## config.mk

```make
export PLATFORM = sky130hd
export DESIGN_NAME = rx_pcf_device_end_flat
export DESIGN_NICKNAME = d
export VERILOG_FILES = /design/src/rx_pcf_pkg.sv /design/src/rx_pcf_if.sv /design/src/rx_pcf_device_end.sv /design/src/flat_wrapper.sv
export SDC_FILE = /design/constraint.sdc
export NUM_CORES = 1
export LEC_CHECK = 0
export BUFFER_PORTS_ARGS = -buffer_cell sky130_fd_sc_hd__buf_2
export CAP_MARGIN = 5
export CORE_ASPECT_RATIO = 1.2
export CORE_MARGIN = 1
export CORE_UTILIZATION = 50
export CTS_BUF_LIST = sky130_fd_sc_hd__clkbuf_2
export CTS_CLUSTER_SIZE = 16
export DETAILED_ROUTE_END_ITERATION = 8
export PLACE_DENSITY_LB_ADDON = 0.08
export SETUP_SLACK_MARGIN = 0.4
export SLEW_MARGIN = 25
export SYNTH_ARGS = -nofsm -noshare
export SYNTH_HDL_FRONTEND = slang
export SYNTH_SLANG_ARGS = --single-unit
```

## constraint.sdc

```tcl
create_clock -name clk_sys_in -period 3.71 [get_ports clk_sys_in]
set_input_delay 0.371 -clock clk_sys_in [delete_from_list [all_inputs] [get_ports clk_sys_in]]
set_output_delay 0.371 -clock clk_sys_in [all_outputs]
set_load 0.01 [all_outputs]
```

## src/rx_pcf_pkg.sv

```systemverilog
/*
  Shared constants and types for the receiver phase compensation FIFO
  read-clock selection: channel counts, data widths, FIFO depth, modes.
  Assumes one system clock; every channel clock is seen as a one-cycle tick.
*/
package rx_pcf_pkg;
  localparam int NUM_CH = 8;
  localparam int CH_PER_BLK = 4;
  localparam int NUM_BLK = 2;
  localparam int MASTER_BLK = 0;
  localparam int PAIR_OFS = 2;
  localparam int DATA_W = 16;
  localparam int STAT_W = 2;
  localparam int FIFO_W = DATA_W + STAT_W;
  localparam int FIFO_DEPTH = 8;
  localparam logic RST_HALF = 1'b0;

  typedef enum logic [1:0] {
    CFG_NB_RATE_MATCH,
    CFG_NB_NO_RATE_MATCH,
    CFG_BONDED_X4,
    CFG_BONDED_X8
  } rx_cfg_e;
endpackage

```

## src/rx_pcf_if.sv

```systemverilog
/*
  Link between the transceiver receiver end and the fabric end.
  Assumes both ends run on the same system clock; channel clocks are ticks.
*/
`timescale 1ns/1ps
`default_nettype none
interface rx_pcf_if;
  import rx_pcf_pkg::*;
  logic [NUM_CH-1:0][DATA_W-1:0] rd_data;
  logic [NUM_CH-1:0][STAT_W-1:0] rd_status;
  logic [NUM_CH-1:0] rd_valid;
  logic [NUM_CH-1:0] rd_ready;
  logic [NUM_CH-1:0] rd_tick;
  logic [NUM_CH-1:0] fabric_tick;

  modport xcvr (
    output rd_data, rd_status, rd_valid, rd_tick,
    input rd_ready, fabric_tick
  );
  modport fabric (
    input rd_data, rd_status, rd_valid, rd_tick,
    output rd_ready, fabric_tick
  );
endinterface
`default_nettype wire

```

## src/rx_pcf_device_end.sv

```systemverilog
/*
  Receiver end: one phase compensation FIFO per channel, write tick chosen
  from the channel configuration, read tick chosen automatically or taken
  from the fabric. Assumes channel clocks arrive as ticks in clk_sys_in.
*/
`timescale 1ns/1ps
`default_nettype none

// ----------------------------------------------------------------
// Generic FIFO with valid/ready on both sides
// ----------------------------------------------------------------
module pcf_fifo #(
  parameter int WIDTH = 8,
  parameter int DEPTH = 8
) (
  input wire logic clk_sys_in, // System clock
  input wire logic rstn_in, // Synchronous reset, active low
  input wire logic [WIDTH-1:0] wr_data_in, // Write word
  input wire logic wr_valid_in, // Write request
  output logic wr_ready_out, // Not full
  output logic [WIDTH-1:0] rd_data_out, // Head word
  output logic rd_valid_out, // Not empty
  input wire logic rd_ready_in // Pop
);
  localparam int AW = $clog2(DEPTH);
  logic [WIDTH-1:0] mem_r [DEPTH];
  logic [AW-1:0] wr_ptr_r;
  logic [AW-1:0] rd_ptr_r;
  logic [AW:0] count_r;
  logic push;
  logic pop;

  assign wr_ready_out = (count_r != (AW+1)'(DEPTH));
  assign rd_valid_out = (count_r != '0);
  assign rd_data_out = mem_r[rd_ptr_r];
  assign push = wr_valid_in && wr_ready_out;
  assign pop = rd_ready_in && rd_valid_out;

  always_ff @(posedge clk_sys_in) begin
    if (push) begin
      mem_r[wr_ptr_r] <= wr_data_in;
    end
  end

  // Empty after reset; equal clock rates then keep it within one word of empty
  always_ff @(posedge clk_sys_in) begin
    if (!rstn_in) begin
      wr_ptr_r <= '0;
      rd_ptr_r <= '0;
      count_r <= '0;
    end else begin
      if (push) begin
        wr_ptr_r <= (wr_ptr_r == AW'(DEPTH-1)) ? '0 : wr_ptr_r + 1'b1;
      end
      if (pop) begin
        rd_ptr_r <= (rd_ptr_r == AW'(DEPTH-1)) ? '0 : rd_ptr_r + 1'b1;
      end
      count_r <= count_r + (AW+1)'(push) - (AW+1)'(pop);
    end
  end
endmodule

module rx_pcf_device_end
  import rx_pcf_pkg::*;
(
  input wire logic clk_sys_in, // System clock
  input wire logic rstn_in, // Synchronous reset, active low
  input wire rx_cfg_e cfg_in, // Channel configuration
  input wire logic [NUM_BLK-1:0] ident_all_in, // All four channels identical
  input wire logic [NUM_BLK-1:0] ident_pairs_in, // Channels 0-1 and 2-3 identical
  input wire logic [NUM_CH-1:0] fabric_clk_en_in, // Fabric read clock enabled
  input wire logic byte_deser_in, // Byte deserializer in use
  input wire logic [NUM_CH-1:0] tx_tick_in, // Parallel transmit clock ticks
  input wire logic [NUM_CH-1:0] rx_tick_in, // Recovered clock ticks
  input wire logic [NUM_BLK-1:0] core_tick_in, // Bonded core clock ticks
  input wire logic [NUM_CH-1:0][DATA_W-1:0] rx_data_in, // Received data
  input wire logic [NUM_CH-1:0][STAT_W-1:0] rx_status_in, // Received status
  input wire logic [NUM_CH-1:0] rx_valid_in, // Word offered
  output logic [NUM_CH-1:0] rx_ready_out, // Word taken on write tick
  rx_pcf_if.xcvr link // To fabric end
);
  logic [NUM_CH-1:0] half_r;

  // ----------------------------------------------------------------
  // Per-channel clock selection and FIFO
  // ----------------------------------------------------------------
  for (genvar c = 0; c < NUM_CH; c++) begin : g_ch
    localparam int BLK = c / CH_PER_BLK;
    localparam int BASE = BLK * CH_PER_BLK;
    localparam int PAIR = BASE + (((c % CH_PER_BLK) >= PAIR_OFS) ? PAIR_OFS : 0);
    logic wr_src;
    logic wr_tick;
    logic auto_rd;
    logic fifo_wr_ready;
    logic [FIFO_W-1:0] head;

    // Bonded modes imply a rate matcher, so they write on the core clock
    always_comb begin
      case (cfg_in)
        CFG_NB_RATE_MATCH: wr_src = tx_tick_in[c];
        CFG_NB_NO_RATE_MATCH: wr_src = rx_tick_in[c];
        CFG_BONDED_X4: wr_src = core_tick_in[BLK];
        CFG_BONDED_X8: wr_src = core_tick_in[MASTER_BLK];
        default: wr_src = rx_tick_in[c];
      endcase
    end

    // Divide-by-two: pass every second source tick
    always_ff @(posedge clk_sys_in) begin
      if (!rstn_in) begin
        half_r[c] <= RST_HALF;
      end else if (wr_src) begin
        half_r[c] <= ~half_r[c];
      end
    end
    assign wr_tick = byte_deser_in ? (wr_src && half_r[c]) : wr_src;

    // Grouping by identity is only used when rate matched
    always_comb begin
      case (cfg_in)
        CFG_NB_RATE_MATCH: begin
          if (ident_all_in[BLK]) begin
            auto_rd = tx_tick_in[BASE];
          end else if (ident_pairs_in[BLK]) begin
            auto_rd = tx_tick_in[PAIR];
          end else begin
            auto_rd = tx_tick_in[c];
          end
        end
        CFG_NB_NO_RATE_MATCH: auto_rd = rx_tick_in[c];
        CFG_BONDED_X4: auto_rd = core_tick_in[BLK];
        CFG_BONDED_X8: auto_rd = core_tick_in[MASTER_BLK];
        default: auto_rd = rx_tick_in[c];
      endcase
    end

    // Fabric input overrides automatic choice
    assign link.rd_tick[c] = fabric_clk_en_in[c] ? link.fabric_tick[c] : auto_rd;

    pcf_fifo #(
      .WIDTH(FIFO_W),
      .DEPTH(FIFO_DEPTH)
    ) u_fifo (
      .clk_sys_in(clk_sys_in),
      .rstn_in(rstn_in),
      .wr_data_in({rx_status_in[c], rx_data_in[c]}),
      .wr_valid_in(rx_valid_in[c] && wr_tick),
      .wr_ready_out(fifo_wr_ready),
      .rd_data_out(head),
      .rd_valid_out(link.rd_valid[c]),
      .rd_ready_in(link.rd_ready[c] && link.rd_tick[c])
    );

    // Back-pressure reaches the receiver; word only taken on a write tick
    assign rx_ready_out[c] = fifo_wr_ready && wr_tick;
    assign link.rd_data[c] = head[DATA_W-1:0];
    assign link.rd_status[c] = head[FIFO_W-1:DATA_W];
  end
endmodule
`default_nettype wire

```

## src/flat_wrapper.sv

```systemverilog
// flat-port wrapper written by rule: the top's interface ports become plain ports
module rx_pcf_device_end_flat import rx_pcf_pkg::*;
  (clk_sys_in, rstn_in, cfg_in, ident_all_in, ident_pairs_in, fabric_clk_en_in, byte_deser_in, tx_tick_in, rx_tick_in, core_tick_in, rx_data_in, rx_status_in, rx_valid_in, rx_ready_out, link_rd_data, link_rd_status, link_rd_valid, link_rd_tick, link_rd_ready, link_fabric_tick);
  rx_pcf_if link_i ();
  input wire logic clk_sys_in;
  input wire logic rstn_in;
  input wire rx_cfg_e cfg_in;
  input wire logic [NUM_BLK-1:0] ident_all_in;
  input wire logic [NUM_BLK-1:0] ident_pairs_in;
  input wire logic [NUM_CH-1:0] fabric_clk_en_in;
  input wire logic byte_deser_in;
  input wire logic [NUM_CH-1:0] tx_tick_in;
  input wire logic [NUM_CH-1:0] rx_tick_in;
  input wire logic [NUM_BLK-1:0] core_tick_in;
  input wire logic [NUM_CH-1:0][DATA_W-1:0] rx_data_in;
  input wire logic [NUM_CH-1:0][STAT_W-1:0] rx_status_in;
  input wire logic [NUM_CH-1:0] rx_valid_in;
  output logic [NUM_CH-1:0] rx_ready_out;
  output wire logic [$bits(link_i.rd_data)-1:0] link_rd_data;
  output wire logic [$bits(link_i.rd_status)-1:0] link_rd_status;
  output wire logic [$bits(link_i.rd_valid)-1:0] link_rd_valid;
  output wire logic [$bits(link_i.rd_tick)-1:0] link_rd_tick;
  input wire logic [$bits(link_i.rd_ready)-1:0] link_rd_ready;
  input wire logic [$bits(link_i.fabric_tick)-1:0] link_fabric_tick;
  assign link_rd_data = link_i.rd_data;
  assign link_rd_status = link_i.rd_status;
  assign link_rd_valid = link_i.rd_valid;
  assign link_rd_tick = link_i.rd_tick;
  assign link_i.rd_ready = link_rd_ready;
  assign link_i.fabric_tick = link_fabric_tick;
  rx_pcf_device_end u_core (.clk_sys_in(clk_sys_in), .rstn_in(rstn_in), .cfg_in(cfg_in), .ident_all_in(ident_all_in), .ident_pairs_in(ident_pairs_in), .fabric_clk_en_in(fabric_clk_en_in), .byte_deser_in(byte_deser_in), .tx_tick_in(tx_tick_in), .rx_tick_in(rx_tick_in), .core_tick_in(core_tick_in), .rx_data_in(rx_data_in), .rx_status_in(rx_status_in), .rx_valid_in(rx_valid_in), .rx_ready_out(rx_ready_out), .link(link_i));
endmodule
```

### Yosys cells after proc, flatten, opt, wreduce, memory -nomap -nowiden

Memories as Yosys holds them, arrays and structs flattened. A register that Yosys moved wholly into a read port is not among the register bits.
Index checks and enable logic that the tools add are counted.

| word-level totals | value |
|---|---|
| bits in registers | 88 |
| bits in writable memories | 1152 |
| bits of input ports | 203 |
| memories | 8 |

Memory list:

| memory | depth | bits a word | rd ports | clocked after Yosys merged registers in | wr ports | RTL line | source |
|---|---|---|---|---|---|---|---|
| u_core.g_ch[0].u_fifo.mem_r | 8 | 18 | 1 | 1 | 1 | rx_pcf_device_end.sv:26 | `logic [WIDTH-1:0] mem_r [DEPTH];` |
| u_core.g_ch[1].u_fifo.mem_r | 8 | 18 | 1 | 1 | 1 | rx_pcf_device_end.sv:26 |  |
| u_core.g_ch[2].u_fifo.mem_r | 8 | 18 | 1 | 1 | 1 | rx_pcf_device_end.sv:26 |  |
| u_core.g_ch[3].u_fifo.mem_r | 8 | 18 | 1 | 1 | 1 | rx_pcf_device_end.sv:26 |  |
| u_core.g_ch[4].u_fifo.mem_r | 8 | 18 | 1 | 1 | 1 | rx_pcf_device_end.sv:26 |  |
| u_core.g_ch[5].u_fifo.mem_r | 8 | 18 | 1 | 1 | 1 | rx_pcf_device_end.sv:26 |  |
| 2 more memories | - | - | - | - | - | - |  |

| operators by class | value |
|---|---|
| add/subtract/negate cells | 32 |
| equality and inequality tests | 27 |
| multiplexer cells | 88 |
| bitwise operators | 8 |
| reductions and logical operators | 58 |

Operators with widths:

| kind | count |
|---|---|
| $mux W3 | 32 |
| $add A3 B1 Y3 const B | 16 |
| $eq A3 B3 Y1 const B | 16 |
| $logic_and A1 B1 Y1 | 48 |
| $mux W1 | 42 |
| $add A4 B1 Y4 | 8 |
| $ne A4 B4 Y1 const B | 8 |
| $reduce_bool A4 Y1 | 8 |
| $sub A4 B1 Y4 | 8 |
| $pmux W1 S4 | 7 |
| $pmux W1 S3 | 7 |
| $not A1 Y1 | 8 |
| $eq A2 B2 Y1 const B | 2 |
| $eq A2 B1 Y1 const B | 1 |
| $logic_not A2 Y1 | 1 |
| $reduce_or A2 Y1 | 1 |

### Depth between registers and ports, before layout

| depth | value |
|---|---|
| depth after elaboration | 9 |
| gate-level depth with buffers | 14 |
| mapped depth without buffers | 12 |

### Cells and area by module

A second synthesis with hierarchy kept.

| second synthesis, totals | value |
|---|---|
| cell total of the unflattened synthesis | 2431 |
| area total of the unflattened synthesis | 51044.0 um2 |

Modules (own cells, without submodules):

| module | instances | cells an instance | area each (um2) |
|---|---|---|---|
| pcf_fifo (u_core.g_ch[0].u_fifo ...) | 5 | 285 | 6238.5 |
| pcf_fifo (u_core.g_ch[3].u_fifo ...) | 3 | 285 | 6239.7 |
| rx_pcf_device_end | 1 | 151 | 1132.3 |

### Worst setup path after synthesis

Ideal clock, no wire load.

| path | value |
|---|---|
| path kind | in2reg |
| start | input cfg_in[0] |
| end | memory u_core.g_ch[0].u_fifo.mem_r[4][0] (netlist bit), enable pin |
| library setup time | 0.446 ns |
| arrival time | 3.385 ns |
| data required time | 3.264 ns |
| path slack | -0.121 ns |
| cell stages on the path | 6 |
| buffers on the path | 2 |
| cell sequence | buf_6 -> buf_12 -> mux2i_2 -> a2111oi_4 -> nand2_2 -> nor4b_1 |

| between the ends | value |
|---|---|
| word-level cells in the longest chain between the ends | 9 |
| elaborated cells on any way between the ends | 12 |

Ends and longest elaborated chain:

| item | RTL line | source |
|---|---|---|
| start: declaration | flat_wrapper.sv:7 | `input wire rx_cfg_e cfg_in;` |
| $eq A2 B2 Y1 | rx_pcf_device_end.sv:99 | `case (cfg_in)` |
| $reduce_or A2 Y1 (no line) | - |  |
| $pmux W1 S3 (*) | - |  |
| $logic_and A1 B1 Y1 | rx_pcf_device_end.sv:116 | `assign wr_tick = byte_deser_in ? (wr_src && half_r[c]) : wr_src;` |
| $mux W1 (*) | rx_pcf_device_end.sv:116 |  |
| $logic_and A1 B1 Y1 (*) | rx_pcf_device_end.sv:147 | `.wr_valid_in(rx_valid_in[c] && wr_tick),` |
| $logic_and A1 B1 Y1 (*) | rx_pcf_device_end.sv:36 | `assign push = wr_valid_in && wr_ready_out;` |
| $mux W1 (*) | rx_pcf_device_end.sv:40 | `if (push) begin` |
| $mux W1 (implied by the code) (*) | rx_pcf_device_end.sv:41 | `mem_r[wr_ptr_r] <= wr_data_in;` |
| end: declaration | rx_pcf_device_end.sv:26 |  |

Every way passes the cells marked *; elsewhere a longest branch is shown, timed or not.

==> implementation parameters <==
Parameter                              Value

Power
  Max rail drop VDD    0.0003266 V
  Reported leakage power    approximately 0.023 uW
  Power per cell area    between 400 and 500 mW/mm2

Route
  Routed WL    about 120 mm
  Number of DRC violations after detailed-routing iteration 0    between 1500 and 2000
  Via count    27530
  DR DRC count    0
  First-pass iteration count of the detailed router    5
  Count of nets left with antenna violations after detail routing    0
  Final routed wire length divided by cell count    between 20 and 25 um
  Post-DR vias/cell    between 5 and 6

Logic synthesis
  Post-Synth Simple-Gate Area    3.343%
  Portion of netlist area occupied by mux cells    roughly 17%
  Number of synthesized register bits    approximately 1300
  Library cell occupying the most area in the post-synthesis netlist    sky130_fd_sc_hd__edfxtp_1
  Commonest register cell after synthesis    sky130_fd_sc_hd__edfxtp_1
  Adder-cell share of the synthesized area    2.335%
  Share of the synthesized area in the top cell type    69.56%
  Async set-or-reset flop fraction in the synthesized netlist    0%
  Number of warning messages in the yosys log    0
  Leading cell type by number of instances after synthesis    sky130_fd_sc_hd__edfxtp_1
  Top post-synthesis cells by count    sky130_fd_sc_hd__edfxtp_1, sky130_fd_sc_hd__mux4_2, sky130_fd_sc_hd__mux2_2
  Synth area leaders    sky130_fd_sc_hd__edfxtp_1, sky130_fd_sc_hd__mux4_2, sky130_fd_sc_hd__dfxtp_1
  Main combinational cell family by area after synthesis    multiplexers
  Synthesized area    0.04973 mm2
  Syn Area/Cell    20.74 um2
  Synth unique cells    56
  Portion of the post-synthesis area used by sequential elements    between 70% and 80%
  Net count after synthesis    about 2700
  Compound-Gate Fraction of Synth Area    roughly 1.1%
  Area share of xor/xnor cells in the synthesized design    less than 1%
  Number of synthesized flops with an enable pin    between 1000 and 1500
  Cells after Synth    2398

Clock tree
  TritonCTS clock tree    yes
  Clock transition at the register clock pins on the worst setup and hold paths after CTS    ~0.090 ns
  Maximum clock path buffer count    4
  Number of sinks on the clock net    approximately 1300
  Later-pin clock latency in the skew report    1.57 ns
  Num CTS Buffers    around 320
  Library cell used as clock root buffer    sky130_fd_sc_hd__clkbuf_2
  H-tree levels    5

STA
  Slew Limit Headroom    slightly below 30%
  Time the worst path needs with I/O delays and setup    ~3.6 ns
  Setup repair after global routing missed its margin    yes
  Hold Slack    ~0.10 ns
  Fin Setup TNS    0 ns
  Fin. Hold Viols    0
  Worst-margin pin slew    about 1.1 ns
  Count of final setup violators    0
  FMAX    280.8 MHz
  Max-slew violation count    0
  Fraction of the cycle the final worst path needs    a little over nine tenths
  Worst clock skew    between 0.09 and 0.1 ns
  Post-layout worst setup margin    about 0.15 ns

Placement
  Count of input and output buffers    370
  Inst Count DP    ~4000
  Minimum setup slack after placement    0.2702 ns
  Sum of net half-perimeters after detailed placement    between 60 and 70 mm
  Final weighted congestion in routability-driven placement    0.7556

Floorplan
  Starting density of the core    about half
  Core region area    between 0.09 and 0.1 mm2
  Cell row count    about 130
  Horiz. Die Dim    roughly 290 um
  Floorplan die area    roughly 0.1 mm2
  Die extent in y    between 300 and 400 um
  Top Ports    approximately 370

Cells and area
  Layout net count    a little under 4000
  Final Core Density    roughly two thirds
  Synthesis-to-layout area growth    28.75%
  Fraction of final layout cells sized beyond drive strength 1    between 40% and 50%
  Number of non-filler instances in the completed layout    a little over 5000
  Fillers    roughly 6900

Setup path
  CP Data Arrival Time    between 3 and 4 ns
  Crit path kind    flop to output port
  Critical path launch point type    flop
  Type of destination of the critical path    output port
  Critical path peak fanout    6
  Critical Path RT    about 3.3 ns

Outcome
  Run status    finished clean

GRT
  Number of global-route vias before repair    30160
  Maximum number of pins on one net before global-route repair    between 50 and 60
  Tot GR Track Use    a little under a quarter
  Wire length of the first global-routing pass    between 150 and 200 mm
  Total global routing overflow    0
  Number of antenna violations at the first check in global routing    38

Hold path
  Hold Path Class    primary input to flop

Job
  Max-cap violations    0
[routing by layer]
layer	GRT usage (%)	vias up	share of wire, %
li1	-	12350	-
met1	29.06	14090	40
met2	38.42	862	50
met3	8.249	176	8.4
met4	7.990	46	1.8
met5	0	-	0.24
[where the power goes]
group	total [uW]	internal, uW	switching [uW]
sequential	16300	16000	355
combinational	6640	3840	2810
clock	8710	3410	5300
[path summary, 6_finish.rpt]
kind	cells past startpoint	startpoint	endpoint	slack (ns)
worst max-delay path	5	flop	link_rd_data[47]	0.15
worst min-delay path	6	fabric_clk_en_in[4]	flop	0.10
worst max register to register	15	u_core.g_ch[3].u_fifo.count_r[2]	u_core.g_ch[3].u_fifo.count_r[2]	0.55
worst min register to register	2	u_core.g_ch[6].u_fifo.rd_ptr_r[2]	flop	0.49
[metrics by stage]
| step | cell area [um2] | power [uW] |
|---|---|---|
| after floorplan | 49790 | 19790 |
| after CTS | 63020 | 31570 |
| final | 64030 | 31660 |
| after global routing | 64020 | 33270 |
| after global placement | 53630 | 21130 |
| after detailed placement | 53630 | 21290 |
[registers in the layout, indices dropped and copies added, names as in the netlist, named ones only]
| signal | count |
|---|---|
| u_core.g_ch.u_fifo.mem_r | 1152 |
| u_core.g_ch.u_fifo.count_r | 32 |
| u_core.g_ch.u_fifo.rd_ptr_r | 24 |
| u_core.g_ch.u_fifo.wr_ptr_r | 24 |
| u_core.half_r | 8 |
[cells in the final DEF (no fill, tap or decap), types with 27 or more instances in the layout]
cell type	netlist	layout
sky130_fd_sc_hd__ha_1	80	75
sky130_fd_sc_hd__edfxtp_1	1152	1152
sky130_fd_sc_hd__dlygate4sd3_1	0	491
sky130_fd_sc_hd__nand3_1	35	35
sky130_fd_sc_hd__mux2_2	145	33
sky130_fd_sc_hd__mux2i_1	27	27
sky130_fd_sc_hd__nand2_1	73	73
sky130_fd_sc_hd__inv_1	56	49
sky130_fd_sc_hd__mux4_2	292	292
sky130_fd_sc_hd__buf_6	4	146
sky130_fd_sc_hd__nor2_1	53	53
sky130_fd_sc_hd__mux2_4	0	112
sky130_fd_sc_hd__dfxtp_1	112	97
sky130_fd_sc_hd__clkbuf_2	0	460
sky130_fd_sc_hd__and2_1	33	33
sky130_fd_sc_hd__buf_2	40	234
sky130_fd_sc_hd__buf_4	11	92
sky130_fd_sc_hd__clkinv_1	0	54
[logic make-up after synthesis]
logic type,Yosys count
multiplexers,465
AO/OA/AOI/OAI,75
buffers and inverters,177
XOR/XNOR,24
AND/OR/NAND/NOR,305
flip-flops,1264
adder cells (fa/ha/maj),88
[critical path, stage by stage (launching register included)]
cell and delay [ns]:
sky130_fd_sc_hd__dfxtp_4 0.45, sky130_fd_sc_hd__buf_6 0.14, sky130_fd_sc_hd__buf_16 0.13, sky130_fd_sc_hd__mux4_2 0.54
sky130_fd_sc_hd__mux2_4 0.30, sky130_fd_sc_hd__buf_6 0.13
[repair_timing]
| action | in CTS | in global routing |
|---|---|---|
| gates cloned | 19 | 17 |
| hold endpoints to repair | 2416 | 11 |
| endpoints found under the setup margin | 152 | 197 |
| resized for setup | 257 | 142 |
| pin swaps | 7 | 4 |
| hold buffers | 498 | 5 |
| buffers inserted | 25 | 4 |
[area by class of cell]
class                      count  area, um2  area share, %
antenna                       15      37.54        0.05862
clock buffer                 460       2302          3.595
clock inverter                68      317.8         0.4963
inverter                      56      210.2         0.3283
multi-input combinational    957      12930          20.20
sequential                  1264      36870          57.59
tap                         1280       1602          2.501
timing repair buffer        1021       9757          15.24
Note: power is estimated with default switching activity, not from simulation.
